==> config.mk <==
export PLATFORM = sky130hd
export DESIGN_NAME = mps_seq
export DESIGN_NICKNAME = d
export VERILOG_FILES = /design/src/hw/mps_pkg.sv /design/src/hw/mps_fan.sv /design/src/hw/mps_seq.sv
export SDC_FILE = /design/constraint.sdc
export NUM_CORES = 1
export LEC_CHECK = 0
export BUFFER_PORTS_ARGS = -buffer_cell sky130_fd_sc_hd__buf_2
export CAP_MARGIN = 20
export CORE_UTILIZATION = 35
export DETAILED_ROUTE_END_ITERATION = 7
export GPL_ROUTABILITY_DRIVEN = 0
export PLACE_DENSITY = 0.65
export SYNTH_ARGS = -nofsm -noshare
export SYNTH_HDL_FRONTEND = slang
export SYNTH_SLANG_ARGS = --single-unit
export TNS_END_PERCENT = 5
==> constraint.sdc <==
create_clock -name sys_clk -period 3.2 [get_ports sys_clk]
set_input_delay 0.48 -clock sys_clk [delete_from_list [all_inputs] [get_ports sys_clk]]
set_output_delay 0.48 -clock sys_clk [all_outputs]
set_load 0.02 [all_outputs]
==> src/hw/mps_pkg.sv <==
// What this block does
// - Power-good high permits sequencing; low holds the module in reset.
// - Active-low supply-on output switches on the ATX supply main outputs.
// - Power-button press requests power on or off, per firmware policy.
// - After AC loss, restore per policy: always on, remain off, last state; reset loads the last state as off (MPS_RST_LAST_ON).
// - Multi-stage watchdog kicked only by software, no hardware trigger.
// - Drive a PWM fan control output.
// - Fan tachometer counted at two pulses per revolution.
`default_nettype none
package mps_pkg;

   typedef enum logic [1:0]
   {
      MPS_POL_ALWAYS_ON,
      MPS_POL_REMAIN_OFF,
      MPS_POL_LAST_STATE
   } mps_policy_t;

   typedef enum logic [2:0]
   {
      MPS_ST_AC_UP,
      MPS_ST_OFF,
      MPS_ST_WAIT_PG,
      MPS_ST_RUN
   } mps_state_t;

   typedef enum logic [1:0]
   {
      MPS_WD_NONE,
      MPS_WD_IRQ,
      MPS_WD_RESET,
      MPS_WD_POWER_OFF
   } mps_wd_action_t;

   // Software controls, sampled each cycle
   typedef struct packed
   {
      mps_policy_t    policy;
      logic           btn_toggles;
      logic           wd_enable;
      logic           wd_kick;
      logic [31:0]    wd_stage1;
      logic [31:0]    wd_stage2;
      logic [7:0]     fan_duty;
   } mps_ctrl_t;

   // Status shown to software
   typedef struct packed
   {
      logic           powered;
      logic           in_reset;
      logic [1:0]     wd_stage;
      logic           wd_event;
      logic [15:0]    fan_revs;
   } mps_stat_t;

   localparam int unsigned MPS_CLK_HZ        = 125_000_000;
   localparam int unsigned MPS_TACH_WIN_MS   = 1000;
   localparam int unsigned MPS_TACH_WIN_CYC  =
      MPS_CLK_HZ / 1000 * MPS_TACH_WIN_MS;
   localparam int unsigned MPS_TACH_PPR      = 2;
   localparam int unsigned MPS_PWM_STEPS     = 256;
   localparam logic        MPS_RST_LAST_ON   = 1'b0;

endpackage : mps_pkg
`default_nettype wire

==> src/hw/mps_fan.sv <==
`timescale 1ns/1ps
`default_nettype none
// PWM drive and tachometer count; fan_revs updates once per window
module mps_fan
   import mps_pkg::*;
#(
   parameter int unsigned WIN_CYC = MPS_TACH_WIN_CYC
)
(
   // Clock and reset
   input  wire logic        sys_clk,
   input  wire logic        rst_n,
   // Control
   input  wire logic [7:0]  duty,
   input  wire logic        tach_in,
   // Outputs
   output logic             pwm_out,
   output logic [15:0]      revs
);

   typedef struct packed
   {
      logic [7:0]  pwm_cnt;
      logic        pwm;
      logic        tach_d;
      logic [31:0] win;
      logic [16:0] pulses;
      logic [15:0] revs;
   } mps_fan_st_t;

   mps_fan_st_t st_r;
   mps_fan_st_t st_nxt;

   always_comb
   begin
      st_nxt         = st_r;
      st_nxt.pwm_cnt = st_r.pwm_cnt + 8'h01;
      st_nxt.pwm     = (st_r.pwm_cnt < duty) || (duty == 8'hff);
      st_nxt.tach_d  = tach_in;
      if (tach_in && !st_r.tach_d)
      begin
         st_nxt.pulses = st_r.pulses + 17'h00001;
      end
      if (st_r.win >= WIN_CYC - 1)
      begin
         st_nxt.win    = 32'h0;
         // Two pulses make one revolution
         st_nxt.revs   = st_r.pulses[16:1];
         st_nxt.pulses = 17'h0;
      end
      else
      begin
         st_nxt.win = st_r.win + 32'h1;
      end
   end

   always_ff @(posedge sys_clk)
   begin
      if (!rst_n)
      begin
         st_r <= '0;
      end
      else
      begin
         st_r <= st_nxt;
      end
   end

   assign pwm_out = st_r.pwm;
   assign revs    = st_r.revs;
endmodule : mps_fan
`default_nettype wire

==> src/hw/mps_seq.sv <==
`timescale 1ns/1ps
`default_nettype none
module mps_seq
   import mps_pkg::*;
#(
   parameter int unsigned TACH_WIN_CYC = MPS_TACH_WIN_CYC
)
(
   // Clock and reset
   input  wire logic        sys_clk,
   input  wire logic        rst_n,
   // Carrier pins
   input  wire logic        power_good_in,
   input  wire logic        power_button_n,
   input  wire logic        fan_speed_pulse_in,
   output logic             supply_on_n,
   output logic             fan_drive_out,
   // Module side
   output logic             module_reset_n,
   output logic             wd_irq,
   // Software
   input  wire mps_ctrl_t   ctrl,
   output mps_stat_t        stat
);

   typedef struct packed
   {
      mps_state_t  state;
      logic        last_on;
      logic        btn_d;
      logic [1:0]  wd_stage;
      logic [31:0] wd_cnt;
      logic        wd_event;
      logic        supply_on_n;
      logic        mod_rst_n;
      logic        in_reset;
      logic        wd_irq;
   } mps_seq_st_t;

   mps_seq_st_t st_r;
   mps_seq_st_t st_nxt;
   logic        btn_press;
   logic [15:0] fan_revs;

   // Button is debounced outside, so an edge is a single press
   assign btn_press = st_r.btn_d && !power_button_n;

   always_comb
   begin
      st_nxt          = st_r;
      st_nxt.btn_d    = power_button_n;
      st_nxt.wd_event = 1'b0;
      st_nxt.wd_irq   = 1'b0;
      unique case (st_r.state)
         MPS_ST_AC_UP:
         begin
            if (ctrl.policy == MPS_POL_ALWAYS_ON ||
                (ctrl.policy == MPS_POL_LAST_STATE && st_r.last_on))
               st_nxt.state = MPS_ST_WAIT_PG;
            else
               st_nxt.state = MPS_ST_OFF;
         end
         MPS_ST_OFF:
         begin
            if (btn_press)
               st_nxt.state = MPS_ST_WAIT_PG;
         end
         MPS_ST_WAIT_PG:
         begin
            if (power_good_in)
               st_nxt.state = MPS_ST_RUN;
            else if (btn_press && ctrl.btn_toggles)
               st_nxt.state = MPS_ST_OFF;
         end
         MPS_ST_RUN:
         begin
            if (!power_good_in)
               st_nxt.state = MPS_ST_WAIT_PG;
            else if (btn_press && ctrl.btn_toggles)
               st_nxt.state = MPS_ST_OFF;
         end
         default:
            st_nxt.state = MPS_ST_OFF;
      endcase

      // Software-only watchdog; no pin can kick it
      if (st_r.state != MPS_ST_RUN || !ctrl.wd_enable || ctrl.wd_kick)
      begin
         st_nxt.wd_stage = 2'h0;
         st_nxt.wd_cnt   = 32'h0;
      end
      else if (st_r.wd_stage == 2'h0 && st_r.wd_cnt >= ctrl.wd_stage1)
      begin
         st_nxt.wd_stage = 2'h1;
         st_nxt.wd_cnt   = 32'h0;
         st_nxt.wd_irq   = 1'b1;
         st_nxt.wd_event = 1'b1;
      end
      else if (st_r.wd_stage == 2'h1 && st_r.wd_cnt >= ctrl.wd_stage2)
      begin
         // Second stage switches the supply off through the off state; only a button press powers up again
         st_nxt.wd_stage = 2'h2;
         st_nxt.wd_event = 1'b1;
         st_nxt.state    = MPS_ST_OFF;
      end
      else
      begin
         st_nxt.wd_cnt = st_r.wd_cnt + 32'h1;
      end

      st_nxt.last_on = (st_nxt.state == MPS_ST_WAIT_PG) ||
                       (st_nxt.state == MPS_ST_RUN);
      st_nxt.supply_on_n = !st_nxt.last_on;
      st_nxt.mod_rst_n   = (st_nxt.state == MPS_ST_RUN) &&
                           power_good_in;
      // Status copy kept in its own flop so the port needs no inverter
      st_nxt.in_reset    = !st_nxt.mod_rst_n;
   end

   always_ff @(posedge sys_clk)
   begin
      if (!rst_n)
      begin
         st_r             <= '0;
         st_r.state       <= MPS_ST_AC_UP;
         st_r.last_on     <= MPS_RST_LAST_ON;
         st_r.btn_d       <= 1'b1;
         st_r.supply_on_n <= 1'b1;
         st_r.in_reset    <= 1'b1;
      end
      else
      begin
         st_r <= st_nxt;
      end
   end

   mps_fan #(
      .WIN_CYC (TACH_WIN_CYC)
   ) mps_fan_i (
      .sys_clk (sys_clk),
      .rst_n   (rst_n),
      .duty    (ctrl.fan_duty),
      .tach_in (fan_speed_pulse_in),
      .pwm_out (fan_drive_out),
      .revs    (fan_revs)
   );

   assign supply_on_n    = st_r.supply_on_n;
   assign module_reset_n = st_r.mod_rst_n;
   assign wd_irq         = st_r.wd_irq;
   assign stat.powered   = st_r.last_on;
   assign stat.in_reset  = st_r.in_reset;
   assign stat.wd_stage  = st_r.wd_stage;
   assign stat.wd_event  = st_r.wd_event;
   assign stat.fan_revs  = fan_revs;
endmodule : mps_seq
`default_nettype wire

==> impl_metrics.json <==
{
  "die_h_um": 143,
  "drive_gt1_share_pct": 16.9,
  "drv_cap": 0,
  "setup.worst_path.end_class": "register",
  "wl_per_cell_um": 12.3,
  "io_pins": 107,
  "relSlewSlack_pct": 58.8,
  "hpwl_mm": 11.2,
  "dieArea_um2": 20300,
  "ys.flop_type": "dfxtp_1",
  "use_met2_pct": 27.3,
  "htreeDepth": 4,
  "status": "finished clean",
  "yosysUniqueCellTypes": 53,
  "yosysWarnings": 0,
  "fin_crit_ps": 2830,
  "root_buffer": "clkbuf_16",
  "vias_per_cell": 4.83,
  "netlist_area_um2": 6920,
  "p_per_area_nw_per_um2": 437,
  "grt_remaining_overflow": 0,
  "setup_viol": 0,
  "synthCells": 843,
  "path_cells": "inv_1 -> ha_1 -> nand2b_1 -> a2111o_1 -> a31oi_1 -> a31oi_1 -> or2_1 -> buf_4 -> or4b_1 -> a21oi_1",
  "ys_seq_area_share_pct": 34.4,
  "synth-async-reset-ratio_pct": 0,
  "drtAntennaViolNets": 0,
  "routed_wl_mm": 15.0,
  "clkSinkCount": 119,
  "route.vias.total": 5874,
  "die_w_um": 143,
  "gr-usage-all-layers_pct": 15.6,
  "synth_area_per_cell_um2": 8.21,
  "initialDrtViolationCount": 292,
  "hold_violations": 0,
  "clkTransAtPathRegs_ps": 60,
  "dpl_cell_area_um2": 7650,
  "grt_first_pass_wirelength_mm": 25.3,
  "drtPass1Iterations": 4,
  "fin_area_um2": 8260,
  "tns_ps": 0,
  "cts_tree": "yes",
  "cts_setup_buffers": 0,
  "fin_crit_sh_pct": 88.4,
  "peakVddDrop_uv": 404,
  "use_met3_pct": 3.49,
  "fin_hold_ws_ps": 282,
  "synth-edff-count": 0,
  "cp_slowest_cell": "or4b_1",
  "rsz0062_at_grt": "no",
  "clock_latency_ps": 410,
  "use_met1_pct": 19.1,
  "critPathRequiredTime_ps": 3530,
  "grt_pass1_vias": 5430,
  "core_area_um2": 19400,
  "antenna_found_initial": 0,
  "cts_hold_buf": 0,
  "port_buffers": 106,
  "synth_seq_cells": 119,
  "worst-endpoint-arrival_ps": 3160,
  "busiest_layer": "met2",
  "cp-start-kind": "register",
  "skew_ps": 12.2,
  "critPathMaxStageDelay_ps": 510,
  "leakagePower_uw": 0.00363,
  "crit_type": "reg -> reg",
  "drv_slew": 0,
  "placedCellCount": 1185,
  "fin_cells": 1217,
  "grt_max_degree": 38,
  "cts_buffers": 17,
  "worst_path_most_repeated_cell": "a31oi_1",
  "ctsLongestPathBuffers": 2,
  "fmax_mhz": 354,
  "placementRows": 51,
  "crit_path_max_fanout": 13,
  "initial_utilization_pct": 35.7,
  "num_antenna_cells": 0,
  "worst_pin_slew_ps": 619,
  "hp-class": "in -> reg",
  "area_delta_synth_final_pct": 19.3,
  "drc": 0,
  "nets": 1096,
  "cts_resized": 0
}
where the power goes:
part | switching [uW] | internal [uW] | leakage [uW]
Sequential | 8.79 | 1500 | 0.000963
Clock | 672 | 1260 | 0.000292
Combinational | 91.4 | 82.1 | 0.00238
Total | 772 | 2840 | 0.00363
critical path: cells and delay by family, from the launching register on:
| kind | cells | cell delay, ps |
|---|---|---|
| DFF | 1 | 400 |
| and+or+nand+nor | 3 | 940 |
| AOI/OAI and AO/OA | 4 | 860 |
| adders and majority gates | 1 | 270 |
| buffers and inverters | 2 | 290 |
worst paths after layout:
kind,startpoint,end,slack (ps),cells past startpoint
setup / recovery,st_r[5]$_SDFFE_PP0N_,st_r[32]$_SDFFE_PP0N_,370,10
hold / removal,power_button_n,st_r[39]$_SDFF_PN1_,280,2
setup reg to reg,st_r[5]$_SDFFE_PP0N_,st_r[32]$_SDFFE_PP0N_,370,10
hold reg to reg,mps_fan_i.revs[10]$_SDFFE_PN0P_,mps_fan_i.revs[10]$_SDFFE_PN0P_,460,2
synth_stat cells, drive strengths merged (4+ instances only):
library cell	number	share of area, %
nor4	6	0.76
a31oi	6	0.54
dfxtp	119	34
nor2	84	4.6
ha	75	14
xor2	22	2.8
and3	20	1.8
a21oi	51	3.7
nor2b	4	0.36
xnor2	28	3.5
o21ai	33	2.4
nand2b	9	0.81
nand3	58	4.2
clkbuf	19	1.0
nand3b	4	0.43
and4	6	0.76
or4	18	2.0
nand2	62	3.4
buf	31	3.2
a21o	7	0.76
nor3	7	0.51
o31ai	19	2.1
a221oi	7	0.89
nand4	24	2.3
and2	10	0.90
inv	80	4.3
kinds of logic (layout without fill, tap and decap cells):
kind of cell / Yosys count / in the layout / synth area share, %
flops: 119 / 119 / 34.4
simple gates: 325 / 325 / 24.2
other cells: 1 / 6 / 0.0542
xor+xnor: 50 / 50 / 6.32
mux: 2 / 2 / 0.289
buf+inv: 130 / 234 / 8.53
compound gates: 141 / 141 / 12.6
fa+ha+maj: 75 / 75 / 13.6
registers in the layout, summed over array words and instances (netlist names):
| name | cells |
|---|---|
| stat | 5 |
| mps_fan_i.pwm_out | 1 |
| mps_fan_i.revs | 16 |
| wd_irq | 1 |
| supply_on_n | 1 |
| mps_fan_i.st_r | 58 |
| module_reset_n | 1 |
| st_r | 36 |
layout by cell type (no fill, tap or decap), types with 22 or more instances in the layout:
| master | n |
|---|---|
| a21oi_1 | 50 |
| inv_1 | 80 |
| nand3_1 | 58 |
| xor2_1 | 22 |
| nand4_1 | 22 |
| nor2_1 | 84 |
| dfxtp_1 | 119 |
| buf_2 | 106 |
| nand2_1 | 62 |
| o21ai_0 | 30 |
| xnor2_1 | 28 |
| ha_1 | 75 |
per-stage QoR:
stage / utilization, % / total power (uW) / worst slack, ps
floorplan: - / 1630 / 507
global placement: 39.4 / 1710 / 280
detailed placement: 39.4 / 1710 / 271
CTS: 42.6 / 3660 / 344
global route: 42.6 / 3750 / 151
finish: 42.6 / 3610 / 373
area by class of cell:
cell class / instances / area [um^2]
repair buffers: 122 / 663
fillers: 1991 / 11100
inverters: 80 / 300
clock inverters: 12 / 150
well taps: 265 / 332
flip-flops and latches: 119 / 2380
multi-input cells: 599 / 3970
clock buffers: 20 / 457
routing by layer:
metal,vias to the layer above,share of wire (%)
li1,3123,-
met1,2666,47
met4,0,0.29
met2,83,49
met3,2,4.0
met5,-,0
Note: power is estimated with default switching activity, not from simulation.
